$ cat src/hdl/hp_pkg.sv
/*
 * Constants and carrier types for the two-channel serial host port.
 * Assumes one 100 MHz clock, synchronous active-low reset, and pins sampled
 * as synchronous inputs. The channel protocol engines sit outside this block.
 */
// Contract
// - Mode 0: channel-A pin is ready line
// - Modes 1, 2: channel-A pin is receive DMA
// - Priority out low: input low, not in service
// - Mode 2: priority out is channel-B transmit DMA
// - Open-collector interrupt while interrupt is pending
// - Acknowledge lets device give vector; idle high
// - Channel line low selects A, high B
// - Select line low data, high command/status
// - Strobes honoured only under chip select; acknowledge is taken without it
// - Read returns byte, write accepts byte
// - Reset idles channels, serial outputs high
// - Reset drives send-request, terminal-ready high
// - Reset clears both register pointers
// - Eight writable command registers per channel
// - Two status registers for A, three for B
package hp_pkg;

   localparam int NUM_CHAN = 2;
   localparam int NUM_WR   = 8;
   localparam int PTR_W    = 3;
   localparam int BYTE_W   = 8;

   // Interface modes.
   localparam logic [1:0] MODE_READY   = 2'h0;
   localparam logic [1:0] MODE_DMA_RX  = 2'h1;
   localparam logic [1:0] MODE_DMA_ALL = 2'h2;

   // Address decode levels.
   localparam logic CHAN_A   = 1'b0;
   localparam logic SEL_DATA = 1'b0;

   // Command register indices.
   localparam logic [PTR_W-1:0] REG_PTR    = 3'h0;
   localparam logic [PTR_W-1:0] REG_VECTOR = 3'h2;
   localparam logic [PTR_W-1:0] REG_RX_CTL = 3'h3;
   localparam logic [PTR_W-1:0] REG_TX_CTL = 3'h5;

   // Highest readable status index per channel.
   localparam logic [PTR_W-1:0] STAT_LAST_A = 3'h1;
   localparam logic [PTR_W-1:0] STAT_LAST_B = 3'h2;

   // Field positions.
   localparam int PTR_LO    = 0;
   localparam int CMD_LO    = 3;
   localparam int RX_EN_BIT = 0;
   localparam int RTS_BIT   = 1;
   localparam int TX_EN_BIT = 3;
   localparam int BREAK_BIT = 4;
   localparam int DTR_BIT   = 7;

   // Command code in the pointer register that ends interrupt service.
   localparam logic [2:0] CMD_END_INT = 3'h7;

   localparam logic [BYTE_W-1:0] RESET_BYTE = 8'h00;

   typedef logic [NUM_WR-1:0][BYTE_W-1:0] hp_regs_t;

   // Processor bus pins as seen by the block.
   typedef struct packed {
      logic              cs_n;
      logic              rd_n;
      logic              wr_n;
      logic              channel_select_line;
      logic              data_command_select;
      logic [BYTE_W-1:0] din;
   } hp_bus_t;

   // Per-channel signals coming from the protocol engine.
   typedef struct packed {
      logic              rx_avail;
      logic              tx_empty;
      logic              irq;
      logic              txd;
      logic [BYTE_W-1:0] rx_data;
      logic [BYTE_W-1:0] stat0;
      logic [BYTE_W-1:0] stat1;
      logic [BYTE_W-1:0] stat2;
   } hp_chan_in_t;

   // Per-channel signals going to the engine and the line.
   typedef struct packed {
      logic              idle;
      logic              txd;
      logic              rts_n;
      logic              dtr_n;
      logic              tx_load;
      logic              rx_take;
      logic [BYTE_W-1:0] tx_data;
   } hp_chan_out_t;

endpackage

$ cat src/hdl/hp_strobe.sv
/*
 * Start-of-strobe detector for the read, write and acknowledge pins.
 * Assumes the pins are synchronous to clock; each pulse lasts one cycle.
 */
`timescale 1ns/1ns
module hp_strobe (
   input  wire logic clock,
   input  wire logic rst_n,
   input  wire logic cs_n,
   input  wire logic rd_n,
   input  wire logic wr_n,
   input  wire logic ack_n,
   output logic      rd_pulse,
   output logic      wr_pulse,
   output logic      ack_pulse
);
   typedef struct packed {
      logic rd_q;
      logic wr_q;
      logic ack_q;
      logic rd_p;
      logic wr_p;
      logic ack_p;
   } hp_strobe_state_t;

   hp_strobe_state_t state;
   hp_strobe_state_t next_state;

   // A falling read or write strobe counts only while chip select is low; acknowledge is not gated by chip select.
   always_comb begin
      next_state       = state;
      next_state.rd_q  = rd_n;
      next_state.wr_q  = wr_n;
      next_state.ack_q = ack_n;
      next_state.rd_p  = state.rd_q & ~rd_n & ~cs_n;
      next_state.wr_p  = state.wr_q & ~wr_n & ~cs_n;
      next_state.ack_p = state.ack_q & ~ack_n;
   end

   // Idle strobes are high after reset so no false edge is seen.
   always_ff @(posedge clock) begin
      if (!rst_n) begin
         state <= '{rd_q: 1'b1, wr_q: 1'b1, ack_q: 1'b1, default: 1'b0};
      end else begin
         state <= next_state;
      end
   end

   assign rd_pulse  = state.rd_p;
   assign wr_pulse  = state.wr_p;
   assign ack_pulse = state.ack_p;
endmodule

$ cat src/hdl/hp_cmd_bank.sv
/*
 * Command register bank of one channel: eight writable bytes and the pointer.
 * Assumes access pulses last one cycle and only one arrives at a time.
 */
`timescale 1ns/1ns
module hp_cmd_bank (
   input  wire logic                      clock,
   input  wire logic                      rst_n,
   input  wire logic                      cmd_write,
   input  wire logic                      cmd_read,
   input  wire logic [hp_pkg::BYTE_W-1:0] wdata,
   output hp_pkg::hp_regs_t               regs,
   output logic [hp_pkg::PTR_W-1:0]       ptr
);
   typedef struct packed {
      hp_pkg::hp_regs_t           regs;
      logic [hp_pkg::PTR_W-1:0]   ptr;
   } hp_bank_state_t;

   hp_bank_state_t state;
   hp_bank_state_t next_state;

   // Register zero loads the pointer; any other access consumes it.
   always_comb begin
      next_state = state;
      if (cmd_write) begin
         next_state.regs[state.ptr] = wdata;
         if (state.ptr == hp_pkg::REG_PTR) begin
            next_state.ptr = wdata[hp_pkg::PTR_LO +: hp_pkg::PTR_W];
         end else begin
            next_state.ptr = hp_pkg::REG_PTR;
         end
      end else if (cmd_read) begin
         next_state.ptr = hp_pkg::REG_PTR;
      end
   end

   // Reset clears every register and the pointer.
   always_ff @(posedge clock) begin
      if (!rst_n) begin
         state.regs <= '0;
         state.ptr  <= hp_pkg::REG_PTR;
      end else begin
         state <= next_state;
      end
   end

   assign regs = state.regs;
   assign ptr  = state.ptr;
endmodule

$ cat src/hdl/hp_host_port.sv
/*
 * Processor-side port of a two-channel serial controller: address decode,
 * read and write strobes, register pointer, ready and DMA request pins,
 * priority chain, interrupt and vector, and line levels after reset.
 * Assumes all pins are synchronous to clock and that the serial engines
 * supply buffer state, status bytes and their own interrupt requests.
 */
`timescale 1ns/1ns
module hp_host_port (
   input  wire logic                       clock,
   input  wire logic                       rst_n,
   input  wire logic [1:0]                 interface_mode,
   input  wire hp_pkg::hp_bus_t            bus,
   input  wire logic                       interrupt_acknowledge_in,
   input  wire hp_pkg::hp_chan_in_t        chan_a_in,
   input  wire hp_pkg::hp_chan_in_t        chan_b_in,
   input  wire logic                       prio_in_pin,
   output logic [hp_pkg::BYTE_W-1:0]       dout,
   output logic                            dout_oe_n,
   output logic                            ready_a_or_rx_dma,
   output logic                            ready_b_or_tx_dma,
   output logic                            prio_out_n_or_tx_dma,
   output logic                            prio_in_out,
   output logic                            prio_in_oe_n,
   output logic                            int_out,
   output logic                            int_oe_n,
   output hp_pkg::hp_chan_out_t            chan_a_out,
   output hp_pkg::hp_chan_out_t            chan_b_out
);
   typedef struct packed {
      logic [hp_pkg::BYTE_W-1:0] dout;
      logic                      driving;
      logic                      ready_a;
      logic                      ready_b;
      logic                      prio_out;
      logic                      prio_in_out;
      logic                      prio_in_oe_n;
      logic                      int_oe_n;
      logic                      in_service;
      hp_pkg::hp_chan_out_t      ch_a;
      hp_pkg::hp_chan_out_t      ch_b;
   } hp_port_state_t;

   hp_port_state_t state;
   hp_port_state_t next_state;

   logic                      rd_pulse;
   logic                      wr_pulse;
   logic                      ack_pulse;
   hp_pkg::hp_regs_t          regs [hp_pkg::NUM_CHAN];
   logic [hp_pkg::PTR_W-1:0]  ptr [hp_pkg::NUM_CHAN];
   hp_pkg::hp_chan_in_t       cin [hp_pkg::NUM_CHAN];
   logic [hp_pkg::NUM_CHAN-1:0] cmd_wr;
   logic [hp_pkg::NUM_CHAN-1:0] cmd_rd;

   // Strobe edges; read and write are qualified by chip select, acknowledge is not.
   hp_strobe u_strobe (
      .clock     (clock),
      .rst_n     (rst_n),
      .cs_n      (bus.cs_n),
      .rd_n      (bus.rd_n),
      .wr_n      (bus.wr_n),
      .ack_n     (interrupt_acknowledge_in),
      .rd_pulse  (rd_pulse),
      .wr_pulse  (wr_pulse),
      .ack_pulse (ack_pulse)
   );

   assign cin[0] = chan_a_in;
   assign cin[1] = chan_b_in;

   // One command bank per channel, chosen by the channel line.
   genvar g;
   generate
      for (g = 0; g < hp_pkg::NUM_CHAN; g++) begin : g_bank
         assign cmd_wr[g] = wr_pulse & (bus.data_command_select != hp_pkg::SEL_DATA)
                            & (bus.channel_select_line == 1'(g));
         assign cmd_rd[g] = rd_pulse & (bus.data_command_select != hp_pkg::SEL_DATA)
                            & (bus.channel_select_line == 1'(g));
         hp_cmd_bank u_bank (
            .clock     (clock),
            .rst_n     (rst_n),
            .cmd_write (cmd_wr[g]),
            .cmd_read  (cmd_rd[g]),
            .wdata     (bus.din),
            .regs      (regs[g]),
            .ptr       (ptr[g])
         );
      end
   endgenerate

   // Picks the status byte at the pointer; unbuilt indices read zero.
   function automatic logic [hp_pkg::BYTE_W-1:0] status_byte(
      input hp_pkg::hp_chan_in_t      ci,
      input logic [hp_pkg::PTR_W-1:0] idx,
      input logic [hp_pkg::PTR_W-1:0] last);
      logic [hp_pkg::BYTE_W-1:0] b;
      b = hp_pkg::RESET_BYTE;
      if (idx > last) begin
         b = hp_pkg::RESET_BYTE;
      end else if (idx == 3'h0) begin
         b = ci.stat0;
      end else if (idx == 3'h1) begin
         b = ci.stat1;
      end else begin
         b = ci.stat2;
      end
      return b;
   endfunction

   // Derives line outputs of one channel from its command bytes.
   function automatic hp_pkg::hp_chan_out_t line_out(
      input hp_pkg::hp_regs_t    r,
      input hp_pkg::hp_chan_in_t ci);
      hp_pkg::hp_chan_out_t o;
      o         = '0;
      o.idle    = ~(r[hp_pkg::REG_RX_CTL][hp_pkg::RX_EN_BIT]
                    | r[hp_pkg::REG_TX_CTL][hp_pkg::TX_EN_BIT]);
      o.txd     = o.idle ? 1'b1
                  : (~r[hp_pkg::REG_TX_CTL][hp_pkg::BREAK_BIT] & ci.txd);
      o.rts_n   = ~r[hp_pkg::REG_TX_CTL][hp_pkg::RTS_BIT];
      o.dtr_n   = ~r[hp_pkg::REG_TX_CTL][hp_pkg::DTR_BIT];
      return o;
   endfunction

   logic                       sel_b;
   logic                       sel_cmd;
   logic                       any_irq;
   logic                       ready_mode;
   logic                       dma_all;
   hp_pkg::hp_chan_in_t        ci_sel;
   logic [hp_pkg::PTR_W-1:0]   ptr_sel;
   logic [hp_pkg::PTR_W-1:0]   last_sel;

   always_comb begin
      sel_b      = (bus.channel_select_line != hp_pkg::CHAN_A);
      sel_cmd    = (bus.data_command_select != hp_pkg::SEL_DATA);
      ci_sel     = sel_b ? cin[1] : cin[0];
      ptr_sel    = sel_b ? ptr[1] : ptr[0];
      last_sel   = sel_b ? hp_pkg::STAT_LAST_B : hp_pkg::STAT_LAST_A;
      any_irq    = chan_a_in.irq | chan_b_in.irq;
      ready_mode = (interface_mode == hp_pkg::MODE_READY);
      dma_all    = (interface_mode == hp_pkg::MODE_DMA_ALL);
   end

   // Next state of the port.
   always_comb begin
      next_state              = state;
      next_state.ch_a         = line_out(regs[0], chan_a_in);
      next_state.ch_b         = line_out(regs[1], chan_b_in);
      next_state.ch_a.tx_data = state.ch_a.tx_data;
      next_state.ch_b.tx_data = state.ch_b.tx_data;

      // End-of-interrupt command to channel A register zero; an acknowledge
      // in the same cycle is handled below and wins, so no request is lost.
      if (cmd_wr[0] && ptr[0] == hp_pkg::REG_PTR
          && bus.din[hp_pkg::CMD_LO +: 3] == hp_pkg::CMD_END_INT) begin
         next_state.in_service = 1'b0;
      end

      // Read strobe: latch the byte and drive the bus until the strobe ends.
      if (rd_pulse) begin
         next_state.driving = 1'b1;
         if (sel_cmd) begin
            next_state.dout = status_byte(ci_sel, ptr_sel, last_sel);
         end else begin
            next_state.dout = ci_sel.rx_data;
            next_state.ch_a.rx_take = ~sel_b;
            next_state.ch_b.rx_take = sel_b;
         end
      end else if (ack_pulse && any_irq && !state.int_oe_n) begin
         next_state.driving    = 1'b1;
         next_state.dout       = regs[1][hp_pkg::REG_VECTOR];
         next_state.in_service = 1'b1;
      end else if ((bus.rd_n | bus.cs_n) & interrupt_acknowledge_in) begin
         next_state.driving = 1'b0;
      end

      // Write strobe on the data path hands a byte to the engine.
      if (wr_pulse && !sel_cmd) begin
         if (sel_b) begin
            next_state.ch_b.tx_data = bus.din;
            next_state.ch_b.tx_load = 1'b1;
         end else begin
            next_state.ch_a.tx_data = bus.din;
            next_state.ch_a.tx_load = 1'b1;
         end
      end

      // Channel-A pin: ready in mode 0, receive DMA request otherwise.
      if (ready_mode) begin
         next_state.ready_a = ~(~bus.cs_n & ~sel_b & ~sel_cmd
                                & ((~bus.rd_n & ~chan_a_in.rx_avail)
                                   | (~bus.wr_n & ~chan_a_in.tx_empty)));
         next_state.ready_b = ~(~bus.cs_n & sel_b & ~sel_cmd
                                & ((~bus.rd_n & ~chan_b_in.rx_avail)
                                   | (~bus.wr_n & ~chan_b_in.tx_empty)));
      end else begin
         next_state.ready_a = chan_a_in.rx_avail;
         next_state.ready_b = chan_a_in.tx_empty;
      end

      // Priority chain in modes 0 and 1, channel-B DMA in mode 2.
      if (dma_all) begin
         next_state.prio_out     = chan_b_in.tx_empty;
         next_state.prio_in_out  = chan_b_in.rx_avail;
         next_state.prio_in_oe_n = 1'b0;
      end else begin
         next_state.prio_out     = prio_in_pin | state.in_service;
         next_state.prio_in_out  = 1'b1;
         next_state.prio_in_oe_n = 1'b1;
      end

      // Open-collector interrupt pulls low while a request waits.
      next_state.int_oe_n = ~(any_irq & ~state.in_service);
   end

   // Reset idles both channels and raises line and modem outputs.
   always_ff @(posedge clock) begin
      if (!rst_n) begin
         state              <= '0;
         state.ready_a      <= 1'b1;
         state.ready_b      <= 1'b1;
         state.prio_out     <= 1'b1;
         state.prio_in_out  <= 1'b1;
         state.prio_in_oe_n <= 1'b1;
         state.int_oe_n     <= 1'b1;
         state.ch_a         <= '{idle: 1'b1, txd: 1'b1, rts_n: 1'b1, dtr_n: 1'b1,
                                default: '0};
         state.ch_b         <= '{idle: 1'b1, txd: 1'b1, rts_n: 1'b1, dtr_n: 1'b1,
                                default: '0};
      end else begin
         state <= next_state;
      end
   end

   // Every output except int_out, which is tied low, is taken straight from the state register.
   assign dout                 = state.dout;
   assign dout_oe_n            = ~state.driving;
   assign ready_a_or_rx_dma    = state.ready_a;
   assign ready_b_or_tx_dma    = state.ready_b;
   assign prio_out_n_or_tx_dma = state.prio_out;
   assign prio_in_out          = state.prio_in_out;
   assign prio_in_oe_n         = state.prio_in_oe_n;
   assign int_out              = 1'b0;
   assign int_oe_n             = state.int_oe_n;
   assign chan_a_out           = state.ch_a;
   assign chan_b_out           = state.ch_b;
endmodule

$ cat config.mk
export PLATFORM = sky130hd
export DESIGN_NAME = hp_host_port
export DESIGN_NICKNAME = d
export VERILOG_FILES = /design/src/hdl/hp_pkg.sv /design/src/hdl/hp_strobe.sv /design/src/hdl/hp_cmd_bank.sv /design/src/hdl/hp_host_port.sv
export SDC_FILE = /design/constraint.sdc
export NUM_CORES = 1
export LEC_CHECK = 0
export BUFFER_PORTS_ARGS = -buffer_cell sky130_fd_sc_hd__buf_2
export CORE_MARGIN = 2
export CORE_UTILIZATION = 44
export CTS_BUF_LIST = sky130_fd_sc_hd__clkbuf_16
export DETAILED_ROUTE_END_ITERATION = 12
export GPL_TIMING_DRIVEN = 0
export PLACE_DENSITY = 0.76
export SYNTH_ARGS = -nofsm -noshare
export SYNTH_HDL_FRONTEND = slang
export SYNTH_SLANG_ARGS = --single-unit
$ cat constraint.sdc
create_clock -name clock -period 1.4 [get_ports clock]
set_input_delay 0.07 -clock clock [delete_from_list [all_inputs] [get_ports clock]]
set_output_delay 0.07 -clock clock [all_outputs]
set_load 0.02 [all_outputs]
Word level (Yosys, flattened, before mapping)
Cells that the tools add are included.
{ "totals": {"ff_bits": 184, "latchBits": 0, "mem_bits_rw": 0, "mem_bits_ro": 0, "out_inout_bits": 44, "elab_cells": 166, "memories": 0} }
{ "op_classes": {"n_addsub": 0, "mul": 0, "n_div": 0, "n_lt_le_gt_ge": 5, "eq_ne": 3, "shifts": 0, "n_mux": 30, "bitwise_logic": 57, "n_reduce_logical": 24} }
{ "op_table": {"columns": ["operator", "n"], "rows": [
  ["64-bit bitwise mux", 2],
  ["8-bit two-way mux", 7],
  ["8-bit demux with 3-bit select", 2],
  ["32-bit two-way mux", 1],
  ["1-bit bitwise AND", 25],
  ["1-bit inverter", 25],
  ["3-bit two-way mux", 8],
  ["2-bit AND reduction", 6],
  ["3-bit logical NOT", 3],
  ["9-bit two-way mux", 1],
  ["3-bit by 4-bit < comparator with 1-bit output, second input constant", 2],
  ["1-bit logical AND", 7],
  ["1-bit two-way mux", 7],
  ["1-bit OR", 7],
  ["3-bit by 1-bit greater-or-equal comparator with 1-bit output, second input constant", 2],
  ["2-bit nonzero test", 3],
  ["2-bit two-way mux", 2],
  ["3-bit by 1-bit equality test with 1-bit output, second input constant", 1],
  ["3-bit equality test, second input constant", 1],
  ["3-bit by 2-bit greater-than comparator with 1-bit output", 1],
  ["3-bit nonzero test", 1],
  ["3-bit OR reduction", 1],
  ["2-bit equality test, second input constant", 1],
  ["1-bit logical NOT", 2],
  ["2-bit logical NOT", 1]
]} }

Depth between registers and ports, before layout
Gate-level depths: netlist of run 1.
{ "depth": {"ltp_word": 7, "depth_mapped": 7} }

Modules after synthesis
A second synthesis of run 1 with hierarchy kept.
{ "hier_totals": {"cells_unflattened": 777, "area_unflattened_um2": 7594.8} }
{ "by_module_without_submodules": {"columns": ["mod", "n_inst", "cells_per_inst", "area_per_inst_um2"], "rows": [
  ["hp_cmd_bank", 2, 237, 2463.6],
  ["hp_host_port", 1, 291, 2493.6],
  ["hp_strobe", 1, 12, 173.9]
]} }

Least setup slack after synthesis of run 1
OpenSTA, ideal clock, no wires.
{ "synth_timing": {"path_type": "register -> register", "start": "register g_bank[1].u_bank.ptr[1] (netlist name)", "end": "register g_bank[1].u_bank.regs[23] (netlist name)", "arrival_time_ns": 1.300, "required_ns": 1.272, "path_slack_ns": -0.027, "path_stages_with_launch": 5, "path_cell_list": "dfxtp_1 > inv_2 > nor4_4 > mux2i_1 > nor2_1"} }
{ "synth_via": {"elab_chain_cells": 5, "word_cells_on_any_way": 6, "classes_between": "order compare (2); mux (3); reduce/logical (1)"} }
{ "synth_lines": {"columns": ["item", "line_no", "text"], "rows": [
  ["3-bit by 4-bit < comparator with 1-bit output (not written as such) or 3-bit by 1-bit greater-or-equal comparator with 1-bit output (tied branches)", "hp_cmd_bank.sv:27", "next_state.regs[state.ptr] = wdata;"],
  ["1-bit logical AND (not written as such)", "hp_cmd_bank.sv:27", null],
  ["8-bit two-way mux (not written as such)", "hp_cmd_bank.sv:27", null],
  ["8-bit demux with 3-bit select (*)", null, null],
  ["64-bit bitwise mux (*)", "hp_cmd_bank.sv:27", null]
]} }
Every way passes the cells marked *; elsewhere a longest branch is shown, timed or not.
A chain may end at the register's enable or synchronous reset.

Worst setup path after layout of run 1
{ "layout_timing": {"start": "register g_bank[0].u_bank.ptr[2] (netlist name)", "end": "register state[28] (netlist name)"} }
{ "layout_via": {"elab_chain_cells": 6} }
{ "layout_lines": {"columns": ["item", "line_no", "text"], "rows": [
  ["3-bit logical NOT (*)", "hp_host_port.sv:156", "if (cmd_wr[0] && ptr[0] == hp_pkg::REG_PTR"],
  ["1-bit logical AND (*)", "hp_host_port.sv:156", null],
  ["1-bit logical AND (*)", "hp_host_port.sv:157", "&& bus.din[hp_pkg::CMD_LO +: 3] == hp_pkg::CMD_END_INT) begin"],
  ["1-bit two-way mux (*)", "hp_host_port.sv:156", null],
  ["1-bit two-way mux", "hp_host_port.sv:171", "end else if (ack_pulse && any_irq && !state.int_oe_n) begin"],
  ["1-bit two-way mux (*)", "hp_host_port.sv:162", "if (rd_pulse) begin"],
  ["end signal: assignment", "hp_host_port.sv:233", "state <= next_state;"],
  ["end: declaration", "hp_host_port.sv:44", "hp_port_state_t state;"]
]} }
Marked as above.

==> impl_results.md, run 1 <==
* Detailed Route WL at 10510 µm
* DRC viols at 0
* CP startpoint: g_bank[0].u_bank.ptr[2]
* Initial DRC Count at 218
* Post-synth EDFFs at 0
* CP peak stage delay at 0.44 ns
* Register Area at 1500 µm²
* Area contributors post-synth: dfxtp_1 (42%), mux2i_1 (11%), buf_4 (7.8%), nand2_1 (4.6%), nor2_1 (3.6%)
* Clk sinks at 74
* Die extent in x at 94.01 µm
* Ordered cell list for the critical path: or3_4 > nor3_4 > a41oi_2 > o21a_1
* Post-Syn Instances at 411
* Area grow syn2layout at 38.96%
* Number of fillers in the final layout at 646
* Endpoints failing setup at 2
* RSZ-0062 raised after global routing: true
* Utilization after layout at 63.45%
* Worst Tran Pin Value at 0.5465 ns
* Failing checks: negative setup slack
* CP arrival at 1.68 ns
* Commonest cells post-synth: dfxtp_1 (74), nand2_1 (44), mux2i_1 (40)
* VDD IR max at 0.0007924 V
* Synthesis-stage register bit count at 74
* Worst-Skew Late Latency at 0.33 ns
* Top-area cell type share of the netlist area at 41.56%
* Buffer and inverter count on the worst path at 0
* DR WL/cell at 15.61 µm
* Number of global-route vias before repair at 3442
* Synthesized area at 3565 µm²
* Post-Place Cell Area at 4324 µm²
* Async set-reset flop share out of synthesis at 0%
* Initial core utilization at 45.66%
* Vias post-DR at 3537
* Worst R2R Start: g_bank[0].u_bank.ptr[2]
* Die H at 94.01 µm
* CTS tree: done
* HPWL Detailed at 7509 µm
* Initial antenna violation count at 0
* Sequential share of the synthesized area at 41.56%
* Synth Warn # at 0
* CP max stage cell: or3_4
* Status: finished with violations
* TritonRoute pass-1 iters at 7
* GP Congestion at 0.8654
* Period utilization at 104.1%
* # diodes at 0
* Max Clk Rate at 686.5 MHz
* Gr usage total at 23.64%
* Min-delay src: interface_mode[0]
* Synth area leader: dfxtp_1
* Worst Hold Slack at 0.01567 ns
* Leak pwr at 2.107 nW
* CP Capture Type: register
* Max_slew headroom at 63.57%
* Largest net degree at the start of global routing at 14
* Clock slew at reported path FFs at 0.06 ns
* Clk buf depth at 2
* # IOs at 135
* Max-cap violations at 0
* Row count at 32
* Most used flip-flop cell after synthesis: dfxtp_1
* Final setup TNS at -0.07316 ns
* Kind of critical path: reg2reg
* Via-to-Cell Ratio at 5.256
* Syn_nets at 502
* Multi-input logic area at 1785 µm²
* Fraction of layout cells with a size suffix above 1 at 41.33%
* Post-DRT Antenna Nets at 0
* Library cells used by synthesis at 45
* H-tree Lvls at 3
* Clock skew at 0.007932 ns
* Count of pins over their slew limit at 0
* Post-route cell area at 4954 µm²
* Crit path max fanout at 5
* Setup slack after layout at -0.05671 ns
* Worst endpoint required time at 1.62 ns
* Cell Pwr Density at 1006 nW/µm²
* CP startpoint kind: register
* Final Hold Fails at 0
* Min-delay worst type: in2reg
* Minimum clock period at 1.457 ns
* DIE AREA at 8838 µm²
* CTS Buf Count at 9
* Port Buffers at 125
* CTS root buffer: clkbuf_16
* Most frequent cell after synthesis: dfxtp_1
* First-pass GRT wire length at 16060 µm
* Core ar. at 7807 µm²
* Avg Cell Area, Syn at 8.673 µm²
* Final Power at 4.985 mW
* Largest delay share family, worst path: simple AND/OR/NAND/NOR gates
* Overflow after GRT at 0
* Nets at 657
[flip-flops by register name (all words and copies together), names as in the netlist]
| name | cells |
|---|---|
| u_strobe.wr_pulse | 1 |
| int_oe_n | 1 |
| g_bank.u_bank.ptr | 6 |
| u_strobe.ack_pulse | 1 |
| chan_b_out | 14 |
| u_strobe.rd_pulse | 1 |
| ready_b_or_tx_dma | 1 |
| dout | 8 |
| g_bank.u_bank.regs | 18 |
| prio_out_n_or_tx_dma | 1 |
| prio_in_out | 1 |
| u_strobe.state | 3 |
| chan_a_out | 14 |
| state | 2 |
| prio_in_oe_n | 1 |
| ready_a_or_rx_dma | 1 |
[cell type report]
cell class / count / share of cell area (%)
clock buffer: 9 / 4.547
inverter: 8 / 0.6062
tap: 102 / 2.576
buffer: 60 / 8.436
multi-input combinational: 269 / 36.04
clock inverter: 7 / 1.389
timing repair buffer: 144 / 16.12
sequential: 74 / 30.29
[cell families (layout without fill, tap and decap cells)]
| group | count (synthesis) | count (layout) | synth area share [%] |
|---|---|---|---|
| flops | 74 | 74 | 41.56 |
| other cells | 1 | 1 | 0.1052 |
| simple gates | 145 | 145 | 20.67 |
| mux | 46 | 46 | 13.13 |
| buf+inv | 68 | 228 | 11.23 |
| compound gates | 77 | 77 | 13.30 |
[per-stage QoR]
stage                     std cells  worst slack (ns)
after floorplan                 411          0.002820
after detailed placement        638           -0.2932
final                           673          -0.05671
after global placement          638           -0.2551
after CTS                       666          -0.06848
after global routing            673           -0.1054
[placed cells by master (no fill, tap or decap), types with 10 or more instances in the layout]
cell type and count:
a21oi_1 17, dfxtp_1 67, nand2_1 43, nand3_1 19, buf_2 129, and3_1 10
o21ai_0 23, buf_4 47, nor2_1 34, mux2i_1 38, clkbuf_1 10
[what timing repair did]
item	4_1_cts	5_1_grt
pin swaps	5	12
gates resized for setup	23	36
gates cloned	0	1
endpoints found under the hold margin	8	0
hold buffers	8	0
endpoints found under the setup margin	33	38
setup buffers	4	6
[tightest hold or removal path: cells and delay by family]
kind / cells / cell delay, ns
buffers and inverters: 1 / 0.10
and+or+nand+nor: 2 / 0.14
[worst paths after layout]
path	endpoint	slack [ns]	cells after the start
worst max register to register	state[28]	-0.06	4
worst min-delay path	prio_in_oe_n	0.02	3
worst min register to register	chan_a_out[11]	0.39	1
worst max-delay path	state[28]	-0.06	4
[layer usage]
layer	up-vias	wire, µm	GRT usage (%)
met2	150	5367	43.04
met4	0	211	8.575
li1	1709	-	-
met3	19	700	4.494
met1	1659	4229	27.37
met5	-	0	0
[report_power, final]
part | internal [mW] | leakage, nW | switching, mW
clock | 1.37 | 0.142 | 0.876
combinational | 0.258 | 1.36 | 0.317
sequential | 2.14 | 0.605 | 0.0222
total | 3.77 | 2.11 | 1.22
Power figures use the tool's default switching activity.
==> run 2, diff against run 1 <==
CORE_ASPECT_RATIO = 1.25   (was unset)
==> run 2 against run 1 <==
Compared with the run above: the flow still finishes with violations (negative setup slack); clock-buffer cell count did not move; power fell by 0.78%; cell count down 2.1%; flip-flop and latch count unchanged; global-route usage decreased by 1.2 points; utilization decreased by 0.98 points; sequential power about the same; critical path type unchanged; critical endpoint unchanged.
==> impl_results.md, run 2 (synthesis gave the netlist of run 1 again) <==
* Status: finished with violations
* Failing checks: negative setup slack
* Clk sinks at 74 (unchanged)
* Max_slew headroom at 59.70% (-3.9 points)
* Port Buffers at 125 (unchanged)
* Min-delay worst type: in2reg
* DRC viols at 0 (unchanged)
* Core ar. at 7838 µm² (+0.38%)
* Kind of critical path: reg2reg
* Leak pwr at 2.070 nW (-1.7%)
* Number of global-route vias before repair at 3409 (-0.96%)
* H-tree Lvls at 3 (unchanged)
* First-pass GRT wire length at 15990 µm (-0.43%)
* M1 WL at 3849 µm (-9.0%)
* CP Capture Type: register
* Max FFs per register at 18 (unchanged)
* RSZ-0062 raised after global routing: true
* Nets at 650 (-1.1%)
* Final Power at 4.946 mW (-0.78%)
* Die extent in x at 84.51 µm (-10%)
* CP arrival at 1.63 ns (-0.05 ns)
* TritonRoute pass-1 iters at 4 (-3)
* Clk buf depth at 2 (unchanged)
* # IOs at 135 (unchanged)
* Endpoints failing setup at 1 (-1)
* Crit path max fanout at 5 (unchanged)
* Max-cap violations at 0 (unchanged)
* Row count at 36 (+13%)
* Initial antenna violation count at 0 (unchanged)
* Detailed Route WL at 9924 µm (-5.6%)
* Utilization after layout at 62.47% (-0.98 points)
* Largest net degree at the start of global routing at 13 (-1)
* Initial core utilization at 45.48% (-0.17 points)
* Die H at 104.6 µm (+11%)
* Minimum clock period at 1.413 ns (-0.04378 ns)
* Worst Tran Pin Value at 0.6045 ns (+0.05796 ns)
* Post-DRT Antenna Nets at 0 (unchanged)
* Cell Pwr Density at 1010 nW/µm² (+0.38%)
* CP startpoint kind: register
* CTS root buffer: clkbuf_16
* Met3 WL at 545 µm (-22%)
* Overflow after GRT at 0 (unchanged)
* Wire length on met2 at 5289 µm (-1.5%)
* Top Layer Used: met4
* GP Congestion at 0.8481 (-2.0%)
* HPWL Detailed at 7105 µm (-5.4%)
* Most frequent cells in the layout: buf_2 (128), dfxtp_1 (68), nand2_1 (43)
* Worst-Skew Late Latency at 0.33 ns (about the same)
* Gr usage total at 22.47% (-1.2 points)
* Most common cell after layout, fill and taps aside: buf_2
* Post-place setup slack at -0.3658 ns (-0.07262 ns)
* CTS tree: done
* Max Clk Rate at 707.8 MHz (+3.1%)
* Post-route cell area at 4896 µm² (-1.2%)
* CP peak stage delay at 0.42 ns (-0.02 ns)
* Top reg by flops: g_bank.u_bank.regs
* Clock slew at reported path FFs at 0.06 ns (about the same)
* Number of fillers in the final layout at 701 (+8.5%)
* Period utilization at 100.9% (-3.1 points)
* DIE AREA at 8842 µm² (about the same)
* DP Cell Count at 631 (-1.1%)
* Count of pins over their slew limit at 0 (unchanged)
* Area grow syn2layout at 37.35%
* Final Hold Fails at 0 (unchanged)
* Final cell count without fillers at 659 (-2.1%)
* Worst endpoint required time at 1.62 ns (about the same)
* # diodes at 0 (unchanged)
* Post-Place Cell Area at 4315 µm² (-0.20%)
* Vias post-DR at 3453 (-2.4%)
* Initial DRC Count at 255 (+17%)
* Via-to-Cell Ratio at 5.240 (-0.30%)
* CP max stage cell: or3_4
* Setup slack after layout at -0.01293 ns (+0.04378 ns)
* Fraction of layout cells with a size suffix above 1 at 40.25% (-1.1 points)
* CTS Buf Count at 9 (unchanged)
* DR WL/cell at 15.06 µm (-3.6%)
* Ordered cell list for the critical path: or3_4 > nor3_4 > a41oi_2 > o21a_1
* Clock skew at 0.007968 ns (+0.00003650 ns)
* VDD IR max at 0.0007133 V (-10%)
## run 2: worst max-delay path, delay by kind of cell, from the launching register on
| kind | cells | cell delay, ns |
|---|---|---|
| AO/OA/AOI/OAI | 2 | 0.31 |
| AND/OR/NAND/NOR | 2 | 0.63 |
| flip-flops | 1 | 0.37 |
## run 2: metal layers
metal,track usage [%],vias up
met3,3.555,22
met4,10.20,0
met1,24.91,1615
li1,-,1692
met5,0,-
met2,41.34,124
## run 2: worst paths after layout
kind | from | to | slack, ns | cells past startpoint
max | g_bank[0].u_bank.ptr[1] | state[28] | -0.01 | 4
min reg2reg | g_bank[0].u_bank.regs[41] | chan_a_out[11] | 0.38 | 1
max reg2reg | g_bank[0].u_bank.ptr[1] | state[28] | -0.01 | 4
min | chan_a_in[35] | ready_a_or_rx_dma | 0.01 | 3
## run 2: report_power, final
part,internal [mW],leakage [nW],switching (mW)
Sequential,2.14,0.604,0.0233
Clock,1.36,0.144,0.880
Combinational,0.251,1.32,0.296
Total,3.75,2.07,1.20
## run 2: cell type report
cell class / instances / area, µm² / share of cell area, %
Clock inverter: 7 / 62.56 / 1.278
Timing Repair Buffer: 137 / 753.2 / 15.38
Inverter: 8 / 30.03 / 0.6133
Sequential cell: 74 / 1499 / 30.62
Clock buffer: 9 / 225.2 / 4.600
Multi-Input combinational cell: 269 / 1807 / 36.90
Buffer: 60 / 400.4 / 8.178
Tap cell: 95 / 118.9 / 2.428
## run 2: timing repair
| item | 4_1_cts | 5_1_grt |
|---|---|---|
| endpoints found under the setup margin | 33 | 32 |
| buffers inserted | 4 | 1 |
| hold buffers | 7 | 0 |
| resized for setup | 29 | 27 |
| pin swaps | 7 | 9 |
| endpoints found under the hold margin | 8 | 0 |
## run 2: per-stage QoR
| step | TNS [ns] | hold slack [ns] |
|---|---|---|
| 4_1_cts | -0.1641 | 0.0009671 |
| 6_report | -0.01293 | 0.01177 |
| 2_1_floorplan | 0 | 0.1393 |
| 5_1_grt | -0.5173 | 0.02933 |
| 3_3_place_gp | -7.863 | 0.2725 |
| 3_5_place_dp | -8.685 | 0.2720 |
==> run 3, diff against run 2 <==
PLACE_DENSITY = 0.77   (was 0.76)
==> run 3 against run 2 <==
Compared with the run above: the run still ends with negative setup slack left; maximum frequency fell by 0.76%; combinational power rose by 3%; worst setup slack lost 0.011 ns; routed wire length up 3.9%; clock skew decreased by 0.00084 ns; hold slack got worse by 0.0054 ns; cell count increased by 0.46%; power up 3.6%; flip-flop and latch count is the same; clock-buffer cell count is the same; critical path type unchanged; largest cell class unchanged; largest power group unchanged.
==> impl_results.md, run 3 (synthesis gave the netlist of run 1 again) <==
* Min-delay worst type: in2reg
* Number of fillers in the final layout at 647 (-7.7%)
* Multi-input logic area at 1775 µm² (-1.7%)
* CTS tree: done
* Met1 usage at 26.24% (+1.3 points)
* Worst Tran Pin Value at 0.5468 ns (-0.05764 ns)
* Port Buffers at 125 (unchanged)
* Initial core utilization at 45.48% (unchanged)
* CP max stage cell: or3_4
* Clk sinks at 74 (unchanged)
* Final Hold Fails at 0 (unchanged)
* Final setup TNS at -0.02373 ns (-0.01080 ns)
* RSZ-0062 raised after global routing: true
* Endpoints failing setup at 1 (unchanged)
* Global routing usage on met3 at 3.633% (+0.079 points)
* TritonRoute pass-1 iters at 4 (unchanged)
* Crit path max fanout at 5 (unchanged)
* DRC viols at 0 (unchanged)
* Top reg by flops: g_bank.u_bank.regs
* Final Power at 5.123 mW (+3.6%)
* Min-delay src: prio_in_pin
* CP arrival at 1.65 ns (+0.02 ns)
* Failing checks: negative setup slack
* Setup slack after layout at -0.02373 ns (-0.01080 ns)
* Die H at 104.6 µm (unchanged)
* Register Area at 1498 µm² (about the same)
* Max_slew headroom at 63.54% (+3.8 points)
* Core ar. at 7838 µm² (unchanged)
* Vias post-DR at 3500 (+1.4%)
* Period utilization at 101.7% (+0.77 points)
* Most frequent cells in the layout: buf_2 (128), dfxtp_1 (67), nand2_1 (44)
* DP Cell Count at 631 (unchanged)
* Clk buf depth at 2 (unchanged)
* Via-to-Cell Ratio at 5.287 (+0.90%)
* Post-route cell area at 4942 µm² (+0.95%)
* Utilization after layout at 63.06% (+0.59 points)
* Initial antenna violation count at 0 (unchanged)
* Final cell count without fillers at 662 (+0.46%)
* Post-place setup slack at -0.3391 ns (+0.02673 ns)
* Count of pins over their slew limit at 0 (unchanged)
* Kind of critical path: reg2reg
* Gr usage total at 23.48% (+1.0 points)
* # IOs at 135 (unchanged)
* CP Capture Type: register
* Most common cell after layout, fill and taps aside: buf_2
* GP Congestion at 0.8613 (+1.6%)
* DIE AREA at 8842 µm² (unchanged)
* Clock slew at reported path FFs at 0.06 ns (about the same)
* Clock skew at 0.007127 ns (-0.0008415 ns)
* Worst-Skew Late Latency at 0.33 ns (about the same)
* CP startpoint kind: register
* DR WL/cell at 15.58 µm (+3.4%)
* Ordered cell list for the critical path: or3_4 > nor3_4 > a41oi_1 > o21a_1
* Fraction of layout cells with a size suffix above 1 at 39.86% (-0.39 points)
* Minimum clock period at 1.424 ns (+0.01080 ns)
* HPWL Detailed at 7381 µm (+3.9%)
* Most Crowded Layer GR: met2
* Post-Place Cell Area at 4315 µm² (unchanged)
* Nets at 653 (+0.46%)
* CP peak stage delay at 0.42 ns (about the same)
* Post-DRT Antenna Nets at 0 (unchanged)
* Worst endpoint required time at 1.62 ns (about the same)
* Number of global-route vias before repair at 3649 (+7.0%)
* First-pass GRT wire length at 16640 µm (+4.1%)
* CTS root buffer: clkbuf_16
* Cell Pwr Density at 1037 nW/µm² (+2.6%)
* Max Clk Rate at 702.4 MHz (-0.76%)
* Max-cap violations at 0 (unchanged)
* CP startpoint: g_bank[0].u_bank.ptr[2]
* Worst R2R Start: g_bank[0].u_bank.ptr[2]
* Worst Hold Slack at 0.006382 ns (-0.005388 ns)
* Detailed Route WL at 10310 µm (+3.9%)
* VDD IR max at 0.0009696 V (+36%)
* Max FFs per register at 18 (unchanged)
* GRT met2 Usage at 42.07% (+0.73 points)
* Leak pwr at 2.110 nW (+1.9%)
* H-tree Lvls at 3 (unchanged)
* CTS Buf Count at 9 (unchanged)
* Row count at 36 (unchanged)
* Largest net degree at the start of global routing at 13 (unchanged)
* # diodes at 0 (unchanged)
* Die extent in x at 84.51 µm (unchanged)
* Status: finished with violations
* Area grow syn2layout at 38.65%
* Overflow after GRT at 0 (unchanged)
* Initial DRC Count at 202 (-21%)
run 3: timing repair:
item | in CTS | in global routing
pin swaps | 5 | 5
setup buffers | 3 | 2
endpoints found under the setup margin | 33 | 33
endpoints found under the hold margin | 10 | 0
cloned | 0 | 1
hold buffers | 9 | 0
gates resized for setup | 24 | 33
run 3: power by group:
part           total (mW)  switching [mW]  internal [mW]
Sequential           2.16          0.0222           2.14
Clock                2.40           0.859           1.54
Combinational       0.562           0.304          0.258
Total                5.12            1.18           3.94
run 3: area by class of cell:
type / instances / area share (%)
Clock buffer: 9 / 4.557
Inverter: 8 / 0.6582
Multi-Input combinational cell: 269 / 35.92
Sequential cell: 74 / 30.30
Clock inverter: 7 / 1.696
Buffer: 60 / 8.456
Tap cell: 95 / 2.405
Timing Repair Buffer: 140 / 16.00
run 3: worst paths after layout:
kind	to	slack, ns	cells after the start
setup / recovery	state[28]	-0.02	4
hold / removal	prio_out_n_or_tx_dma	0.006	3
setup reg to reg	state[28]	-0.02	4
hold reg to reg	chan_a_out[10]	0.38	1
run 3: layer usage:
layer  up-vias  wire length [µm]  part of all wire, %
met5         -                 0                    0
met4         0               267                  2.6
met3        26               662                  6.4
met2       136              5437                   53
met1      1634              3944                   38
li1       1704                 -                    -
run 3: worst max-delay path: cells and delay by family (launching register included):
family / cells / cell delay, ns
simple gates: 2 / 0.63
flops: 1 / 0.35
compound gates: 2 / 0.34
